==> config.mk <==
export PLATFORM = sky130hd
export DESIGN_NAME = iorel_top
export DESIGN_NICKNAME = d
export VERILOG_FILES = /design/src/hw/iorel_pkg.sv /design/src/hw/iorel_top.sv
export SDC_FILE = /design/constraint.sdc
export NUM_CORES = 2
export LEC_CHECK = 0
export BUFFER_PORTS_ARGS = -buffer_cell sky130_fd_sc_hd__buf_2
export CAP_MARGIN = 5
export CORE_MARGIN = 2
export CORE_UTILIZATION = 25
export CTS_BUF_LIST = sky130_fd_sc_hd__clkbuf_8
export DETAILED_ROUTE_END_ITERATION = 16
export HOLD_SLACK_MARGIN = 0.06
export PLACE_DENSITY = 0.44
export SYNTH_ARGS = -nofsm -noshare
export SYNTH_HDL_FRONTEND = slang
export SYNTH_SLANG_ARGS = --single-unit
==> constraint.sdc <==
create_clock -name SYS_CLK -period 32.6 [get_ports SYS_CLK]
set_input_delay 4.89 -clock SYS_CLK [delete_from_list [all_inputs] [get_ports SYS_CLK]]
set_output_delay 4.89 -clock SYS_CLK [all_outputs]
set_load 0.02 [all_outputs]
==> src/hw/iorel_pkg.sv <==
`default_nettype none
package iorel_pkg;
    // ****************************************
    // addresses and sizes
    // ****************************************
    localparam logic [31:0] ADDR_PIN_ASSERT = 32'hfec00020;
    localparam logic [31:0] ADDR_EOI_CLEAR  = 32'hfec00040;
    localparam int          NUM_PINS_DEF    = 24;
    localparam int          IDX_W           = 5;
    localparam logic [4:0]  IRQ_NUM_MAX     = 5'h17;
    localparam logic [4:0]  IDX_ZERO        = 5'h00;
    // ****************************************
    // delivery mode codes
    // ****************************************
    localparam logic [2:0] DLV_FIXED  = 3'h0;
    localparam logic [2:0] DLV_LOWPRI = 3'h1;
    localparam logic [2:0] DLV_SMI    = 3'h2;
    localparam logic [2:0] DLV_RSVD   = 3'h3;
    localparam logic [2:0] DLV_NMI    = 3'h4;
    localparam logic [2:0] DLV_INIT   = 3'h5;
    // ****************************************
    // carriers
    // ****************************************
    typedef struct packed {
        logic [7:0]  dest;
        logic [38:0] rsvd;
        logic        mask;
        logic        trig;
        logic        remote;
        logic        pol;
        logic        status;
        logic        dmode;
        logic [2:0]  deliv;
        logic [7:0]  vector;
    } iorel_entry_t;
    typedef struct packed {
        logic [7:0]       dest;
        logic             dmode;
        logic [2:0]       deliv;
        logic             trig;
        logic [7:0]       vector;
        logic [IDX_W-1:0] idx;
    } iorel_msg_t;
    localparam iorel_entry_t ENTRY_RESET = 64'h0000_0000_0001_0000;
    typedef enum logic [1:0] {
        ST_SCAN = 2'b01,
        ST_SEND = 2'b10
    } iorel_state_t;
endpackage
`default_nettype wire

==> src/hw/iorel_top.sv <==
`timescale 1ns/1ps
`default_nettype none
module iorel_top
    import iorel_pkg::*;
#(
    parameter int NUM_PINS = NUM_PINS_DEF
) (
    input  wire logic                SYS_CLK,
    input  wire logic                RST,
    input  wire logic [NUM_PINS-1:0] IRQ_PIN,
    input  wire logic                MEM_WE,
    input  wire logic [31:0]         MEM_ADDR,
    input  wire logic [31:0]         MEM_WDATA,
    input  wire logic                ENT_WE,
    input  wire logic [IDX_W-1:0]    ENT_IDX,
    input  wire logic [63:0]         ENT_WDATA,
    output logic      [63:0]         ENT_RDATA,
    output logic                     MSG_VALID,
    input  wire logic                MSG_READY,
    output iorel_msg_t               MSG
);
    // ****************************************
    // pin synchroniser and decode
    // ****************************************
    logic [NUM_PINS-1:0]  pin_s1_q;
    logic [NUM_PINS-1:0]  pin_s2_q;
    logic [NUM_PINS-1:0]  act_prev_q;
    logic [NUM_PINS-1:0]  active;
    logic [NUM_PINS-1:0]  pend_q;
    logic [NUM_PINS-1:0]  remote_q;
    logic [NUM_PINS-1:0]  req;
    logic [NUM_PINS-1:0]  eoi_match;
    logic [NUM_PINS-1:0]  pa_hit;
    iorel_entry_t         cfg_q [NUM_PINS];
    iorel_state_t         st_q;
    logic [IDX_W-1:0]     idx_q;
    logic [IDX_W-1:0]     cur_q;
    logic [IDX_W-1:0]     idx_next;
    iorel_msg_t           msg_q;
    logic [63:0]          rdata_q;

    // two flops: pins are asynchronous to the system clock
    always_ff @(posedge SYS_CLK or posedge RST) begin
        if (RST) begin
            pin_s1_q   <= '0;
            pin_s2_q   <= '0;
            act_prev_q <= '0;
        end else begin
            pin_s1_q   <= IRQ_PIN;
            pin_s2_q   <= pin_s1_q;
            act_prev_q <= active;
        end
    end

    // both write registers are write-only; only the low bits matter
    // write decode
    wire        wr_pa   = MEM_WE && (MEM_ADDR == ADDR_PIN_ASSERT);
    wire        wr_eoi  = MEM_WE && (MEM_ADDR == ADDR_EOI_CLEAR);
    wire [4:0]  pa_num  = MEM_WDATA[4:0];
    wire        pa_ok   = wr_pa && (pa_num <= IRQ_NUM_MAX);
    wire [7:0]  eoi_vec = MEM_WDATA[7:0];
    wire        hs      = MSG_VALID && MSG_READY;
    wire        in_scan = (st_q == ST_SCAN);
    wire        launch  = in_scan && req[idx_q];
    wire        cur_rsv = cfg_q[idx_q].deliv == DLV_RSVD;
    wire        wrap    = (idx_q == IDX_W'(NUM_PINS - 1));

    assign idx_next = wrap ? IDX_ZERO : idx_q + 5'h01;

    // ****************************************
    // per-pin sensing and flags
    // ****************************************
    genvar g;
    generate
        for (g = 0; g < NUM_PINS; g++) begin : g_pin
            wire is_nmi  = cfg_q[g].deliv == DLV_NMI;
            wire msk     = cfg_q[g].mask;
            wire is_cur  = (cur_q == IDX_W'(g));
            wire is_idx  = (idx_q == IDX_W'(g));
            wire rise    = active[g] && !act_prev_q[g];
            wire done    = (hs && is_cur) || (launch && cur_rsv && is_idx);
            wire lvl_set = hs && is_cur && cfg_q[g].trig && !is_nmi;
            // polarity bit flips the pin sense
            assign active[g] = pin_s2_q[g] ^ cfg_q[g].pol;
            assign pa_hit[g] = pa_ok && (pa_num == IDX_W'(g));
            assign eoi_match[g] = wr_eoi && (cfg_q[g].vector == eoi_vec);
            assign req[g] = !msk && (is_nmi ? (pend_q[g] ||
                            (cfg_q[g].trig && active[g])) :
                            cfg_q[g].trig ?
                            ((active[g] || pend_q[g]) && !remote_q[g]) :
                            pend_q[g]);
            always_ff @(posedge SYS_CLK or posedge RST) begin
                if (RST) begin
                    pend_q[g]   <= 1'b0;
                    remote_q[g] <= 1'b0;
                end else begin
                    // an edge in the accept cycle re-arms, never lost
                    // mask drops pending
                    pend_q[g]   <= !msk && (rise || pa_hit[g] ||
                                   (pend_q[g] && !done));
                    remote_q[g] <= lvl_set ||
                                   (remote_q[g] && !eoi_match[g]);
                end
            end
        end
    endgenerate

    // ****************************************
    // entry table
    // ****************************************
    always_ff @(posedge SYS_CLK or posedge RST) begin
        if (RST) begin
            for (int i = 0; i < NUM_PINS; i++) begin
                cfg_q[i] <= ENTRY_RESET;
            end
        end else if (ENT_WE && (ENT_IDX < IDX_W'(NUM_PINS))) begin
            cfg_q[ENT_IDX] <= ENT_WDATA;
        end
    end

    // status is pending or in flight
    // a level entry waiting for the scan counts as pending too
    wire [NUM_PINS-1:0] status;
    assign status = pend_q | req |
                    (NUM_PINS'(!in_scan) << cur_q);

    iorel_entry_t rd_ent;
    always_comb begin
        rd_ent        = ENTRY_RESET;
        rd_ent.mask   = 1'b0;
        if (ENT_IDX < IDX_W'(NUM_PINS)) begin
            rd_ent        = cfg_q[ENT_IDX];
            rd_ent.remote = remote_q[ENT_IDX];
            rd_ent.status = status[ENT_IDX];
        end
        rd_ent.rsvd = '0;
    end

    always_ff @(posedge SYS_CLK or posedge RST) begin
        if (RST) begin
            rdata_q <= '0;
        end else begin
            rdata_q <= rd_ent;
        end
    end
    assign ENT_RDATA = rdata_q;

    // ****************************************
    // scan loop and message build
    // ****************************************
    iorel_entry_t sel;
    iorel_msg_t   msg_d;
    assign sel = cfg_q[idx_q];
    // physical uses only low id bits
    wire [7:0] dest_d = sel.dmode ? sel.dest : {4'h0, sel.dest[3:0]};
    // smi, nmi and init carry no vector
    wire no_vec = (sel.deliv == DLV_SMI) || (sel.deliv == DLV_NMI) ||
                  (sel.deliv == DLV_INIT);
    always_comb begin
        msg_d        = '0;
        msg_d.dest   = dest_d;
        msg_d.dmode  = sel.dmode;
        // mode carried to the bus unit
        msg_d.deliv  = sel.deliv;
        msg_d.trig   = sel.trig && (sel.deliv != DLV_NMI);
        msg_d.vector = no_vec ? 8'h00 : sel.vector;
        msg_d.idx    = idx_q;
    end

    // a level nmi is resent every pass; scan order gives fairness
    always_ff @(posedge SYS_CLK or posedge RST) begin
        if (RST) begin
            st_q  <= ST_SCAN;
            idx_q <= IDX_ZERO;
            cur_q <= IDX_ZERO;
            msg_q <= '0;
        end else begin
            case (st_q)
                ST_SCAN: begin
                    if (launch && !cur_rsv) begin
                        st_q  <= ST_SEND;
                        cur_q <= idx_q;
                        msg_q <= msg_d;
                    end else begin
                        idx_q <= idx_next;
                    end
                end
                ST_SEND: begin
                    if (MSG_READY) begin
                        st_q  <= ST_SCAN;
                        idx_q <= idx_next;
                    end
                end
                default: begin
                    st_q <= ST_SCAN;
                end
            endcase
        end
    end
    assign MSG_VALID = (st_q == ST_SEND);
    assign MSG       = msg_q;

    logic [NUM_PINS-1:0] match_prev_q;
    always_ff @(posedge SYS_CLK or posedge RST) begin
        if (RST) begin
            match_prev_q <= '0;
        end else begin
            match_prev_q <= eoi_match;
        end
    end
endmodule
`default_nettype wire

Word-level counts from Yosys, hierarchy flattened
Index checks and enable logic that the tools add are counted.
Word-level totals
  bits in registers: 1714
  bits of input ports: 162
  output and inout bits: 91
  word-level logic and storage cells: 1160
Cells by class
  $add $sub $neg: 1
  order comparisons: 7
  equality and inequality tests: 129
  shift-type cells: 1
  muxes and demuxes: 73
  bitwise logic cells: 28
  reductions and logical operators: 621
Operator list (count)
  $bwmux 1536: 1
  $bmux 64 s5: 2
  $mux 64: 6
  $logic_and 1x1->1: 322
  $demux 64 s5: 1
  $eq 8x8->1: 24
  $logic_not 1->1: 146
  $logic_or 1x1->1: 146
  $eq 5x4->1 const B: 24
  $eq 5x5->1 const B: 24
  $eq 3x3->1 const B: 26
  $eq 32x32->1 const B: 2
  $eq 5x3->1 const B: 12
  $mux 1: 51
  $or 24x24->24: 2
  $eq 5x2->1 const B: 6
  $shl 1x5->24: 1
  $xor 1x1->1: 24
  $mux 8: 2
  $bmux 1 s5: 3
  $eq 5x1->1 const B: 3
  $logic_not 5->1: 3
  $mux 5: 3
  $ge 6x6->1 const B: 2
  other kinds (18): 24

Logic depth before layout (Yosys ltp)
  word-level depth: 16
  mapped depth: 13
  mapped depth without buffers: 8

Worst setup path before layout
OpenSTA, ideal clock, no wires.
  kind: input port to flip-flop
  start: input MEM_ADDR[1]
  end: register remote_q[3]
  setup time: 0.133 ns
  arrival: 6.909 ns
  required time: 32.467 ns
  slack: 25.558 ns
  cell stages on the path: 8
  path buffers: 2
  cells stage by stage: nor4b_1 -> nand4_1 -> or4_1 -> or3b_2 -> clkbuf_1 -> clkbuf_1 -> o31ai_1 -> o21ai_0
On the way
  cells in the longest elaborated chain, start to end: 6
RTL lines
  from (decl): line iorel_top.sv:12  | input wire logic [31:0] MEM_ADDR,
  $eq 32x32->1: line iorel_top.sv:58  | wire wr_eoi = MEM_WE && (MEM_ADDR == ADDR_EOI_CLEAR);
  $logic_and 1x1->1: line iorel_top.sv:58
  $logic_and 1x1->1: line iorel_top.sv:86  | assign eoi_match[g] = wr_eoi && (cfg_q[g].vector == eoi_vec);
  $logic_not 1->1: line iorel_top.sv:102  | (remote_q[g] && !eoi_match[g]);
  $logic_and 1x1->1: line iorel_top.sv:102
  $logic_or 1x1->1: line iorel_top.sv:101  | remote_q[g] <= lvl_set ||
  to (signal, indexed assignment): line iorel_top.sv:101
  to (decl): line iorel_top.sv:30  | logic [NUM_PINS-1:0] remote_q;
Every way passes these cells.
A chain may end at the register's enable or synchronous reset.

==> metrics.yaml <==
clock_tree:
  cts_buffers: 139
  cts_tree: "done"
  hold_buffers: 0
  path_clk_slew_ps: 60
  clock_tree.root_cell: "clkbuf_8"
  cts_max_level: 4
  post_cts_buffers: 0
  cts_resized: 0
  clkLatencyLatePin_ps: 850
  clockBufferDepth: 3
  cts.sinks: 730
pwr:
  power_density_mw_per_mm2: 73.1
  peakVddDrop_v: 0.0000668
  static-leakage-power_nw: 18.7
worst_hold_path:
  hold_path.class: "flip-flop to flip-flop"
  min_to: "pin_s2_q[7]$_DFF_PP0_"
  min_from: "pin_s1_q[7]$_DFF_PP0_"
  holdPathStages: 0
yosys:
  ys_seq_area_share_pct: 46.6
  synth-edff-count: 0
  yosysWarnings: 0
  syn_area_sq_mm: 0.0393
  ys_async_sr_fraction_pct: 100
  synthCells: 2888
  synth_simple_gate_area_share_pct: 6.06
  synth_flop_cell: "dfrtp_1"
  ys_ff_latch: 730
  synth_cell_types: 74
  synthMuxAreaShare_pct: 33.2
  synthAdderAreaFrac_pct: 0.159
  synth_compound_area_share_pct: 5.78
  avgSynthCellArea_sq_um: 13.6
  synth_top_family_by_area: "multiplexers"
  synth_xor_area_share_pct: 4.84
timing:
  slew_violations: 0
  period_needed_ps: 7790
  hold_violations: 0
  finalClockSkew_ps: 37.6
  rsz0062_at_grt: "false"
  fin_crit_sh_pct: 23.9
  fin_ws_ps: 24810
  clock.fmax_ghz: 0.128
  max-slew-margin-rel_pct: 14.0
  tns_ps: 0
  holdWs_ps: 348
  worst_slew_pin_slew_ps: 1280
  setup_viol: 0
critical_path:
  rr_worst_depth: 11
  arrival_ps: 8450
  cp_max_fo: 60
  worstPathRequired_ps: 33260
  r2r-end: "MSG[18]$_DFFE_PP0P_"
  start_kind: "primary input"
  endpoint_kind: "flip-flop"
  crit_type: "primary input to flip-flop"
  timing.rr.start: "idx_q[0]$_DFFE_PP0P_"
  r2r_setup_slack_ps: 26870
drt:
  drc: 0
  top_layer: "met5"
  dr_wl_met2_um: 64900
  wl_per_cell_um: 28.7
  ant_nets: 0
  vias: 26700
  wl_um: 148000
  first_pass_iters: 8
  wl_met1_um: 67000
  drt_iter0_markers: 2334
  dr_wl_met3_um: 10600
  routed_via_density: 5.19
final_layout:
  register_area_sq_mm: 0.0183
  final_util_pct: 28.6
  nFillCells: 15900
  drive_gt1_share_pct: 42.6
  synthToLayoutAreaGrowth_pct: 13.7
  multi_input_area_sq_mm: 0.0199
  fin_nets: 3149
floorplanning:
  rows: 145
  coreArea_sq_mm: 0.156
  die_h_um: 400
  fp.dieW_um: 400
  die_area_sq_mm: 0.160
  io_pins: 253
  start_util_pct: 25.2
global_routing:
  grt_max_degree: 169
  grt_pass1_vias: 27600
  overflow: 0
  grt_pass1_wl_um: 213000
  track_usage_pct: 18.3
  antenna_found_initial: 18
placement:
  dp_hpwl_um: 95900
  place_congestion: 0.920
  port-buffer-count: 148
  place_ws_ps: 23990
job:
  drv_cap: 0
run_status:
  run_status: "finished clean"
-- cell usage in the layout, fill, tap and decap left out, drive strengths merged, types with 29 or more instances in the layout --
cell type  count
a21oi         67
a22oi         73
buf          189
clkbuf       177
conb          39
dfrtp        705
inv           58
mux2         564
mux4         285
nand2        129
nand3         33
nand4         51
nor2          46
nor2b         31
nor4          29
o21ai         49
xnor2        193
-- synthesized netlist by cell type, types with 26 or more instances --
cell type / instances / area [sq um]
a21oi_1: 67 / 335
a22oi_1: 73 / 548
buf_1: 80 / 300
buf_4: 52 / 390
clkbuf_1: 113 / 424
dfrtp_1: 705 / 17600
mux2_2: 555 / 6250
mux4_2: 282 / 6350
nand2_1: 128 / 480
nand3_1: 33 / 165
nand4_1: 51 / 319
nor2_1: 46 / 173
nor2b_1: 31 / 194
nor4_1: 27 / 169
o21ai_0: 46 / 230
o22ai_1: 27 / 169
o31ai_1: 26 / 195
xnor2_1: 193 / 1690
-- cells by family after synthesis --
family,after synthesis
compound gates,332
xor+xnor,217
fa+ha+maj,5
buf+inv,286
flops,730
mux,874
other cells,1
simple gates,443
-- layout make-up --
type                            instances  share of cell area (%)
Clock buffer                          176                    5.42
Multi-Input combinational cell       1910                    44.5
Sequential cell                       730                    41.0
Timing Repair Buffer                  190                    2.55
Inverter                               11                   0.109
Antenna cell                            5                  0.0280
Clock inverter                         61                   0.608
Tap cell                             2058                    5.76
-- registers in the layout, summed over array words and instances (netlist names) --
| register | cells |
|---|---|
| remote_q | 24 |
| act_prev_q | 24 |
| cfg_q | 528 |
| pin_s1_q | 24 |
| st_q | 2 |
| g_pin.msk | 24 |
| pend_q | 24 |
| idx_q | 5 |
| ENT_RDATA | 25 |
| pin_s2_q | 24 |
| MSG | 26 |
-- layer usage --
| layer | GRT usage, % | vias to the layer above |
|---|---|---|
| li1 | - | 11200 |
| met1 | 25.9 | 14200 |
| met2 | 27.2 | 1029 |
| met3 | 4.28 | 266 |
| met4 | 6.46 | 18 |
| met5 | 0 | - |
-- critical path: stages --
cell and delay [ps]:
clkbuf_8 480, buf_4 950, or2_2 390, a2111oi_0 100
or4_1 550, a22oi_1 280, nand2_1 160, a211oi_1 500
-- report_power, final --
group	switching [mW]	leakage [nW]	internal, mW
clock network	0.416	1.55	0.481
logic	0.599	7.82	0.499
registers	0.191	9.32	1.08
-- how the worst max path moves through the flow --
stage	from	to	slack (ps)	cells after the start
after detailed placement	ENT_IDX[1]	ENT_RDATA[12]$_DFF_PP0_	23990	8
after global routing	ENT_IDX[1]	ENT_RDATA[12]$_DFF_PP0_	24800	8
final	ENT_IDX[1]	ENT_RDATA[12]$_DFF_PP0_	24810	8
after CTS	ENT_IDX[1]	ENT_RDATA[12]$_DFF_PP0_	24900	8
after floorplan	RST	ENT_RDATA[0]$_DFF_PP0_	7270	1
after global placement	ENT_IDX[1]	ENT_RDATA[12]$_DFF_PP0_	23940	8
-- metrics by stage --
step | cell area, sq um | power, mW | std cells
floorplan | 39400 | 2.00 | 2926
global placement | 42000 | 2.38 | 4899
detailed placement | 42000 | 2.39 | 4899
CTS | 44700 | 3.30 | 5136
global route | 44700 | 3.43 | 5138
finish | 44700 | 3.27 | 5141
Power figures use the tool's default switching activity.
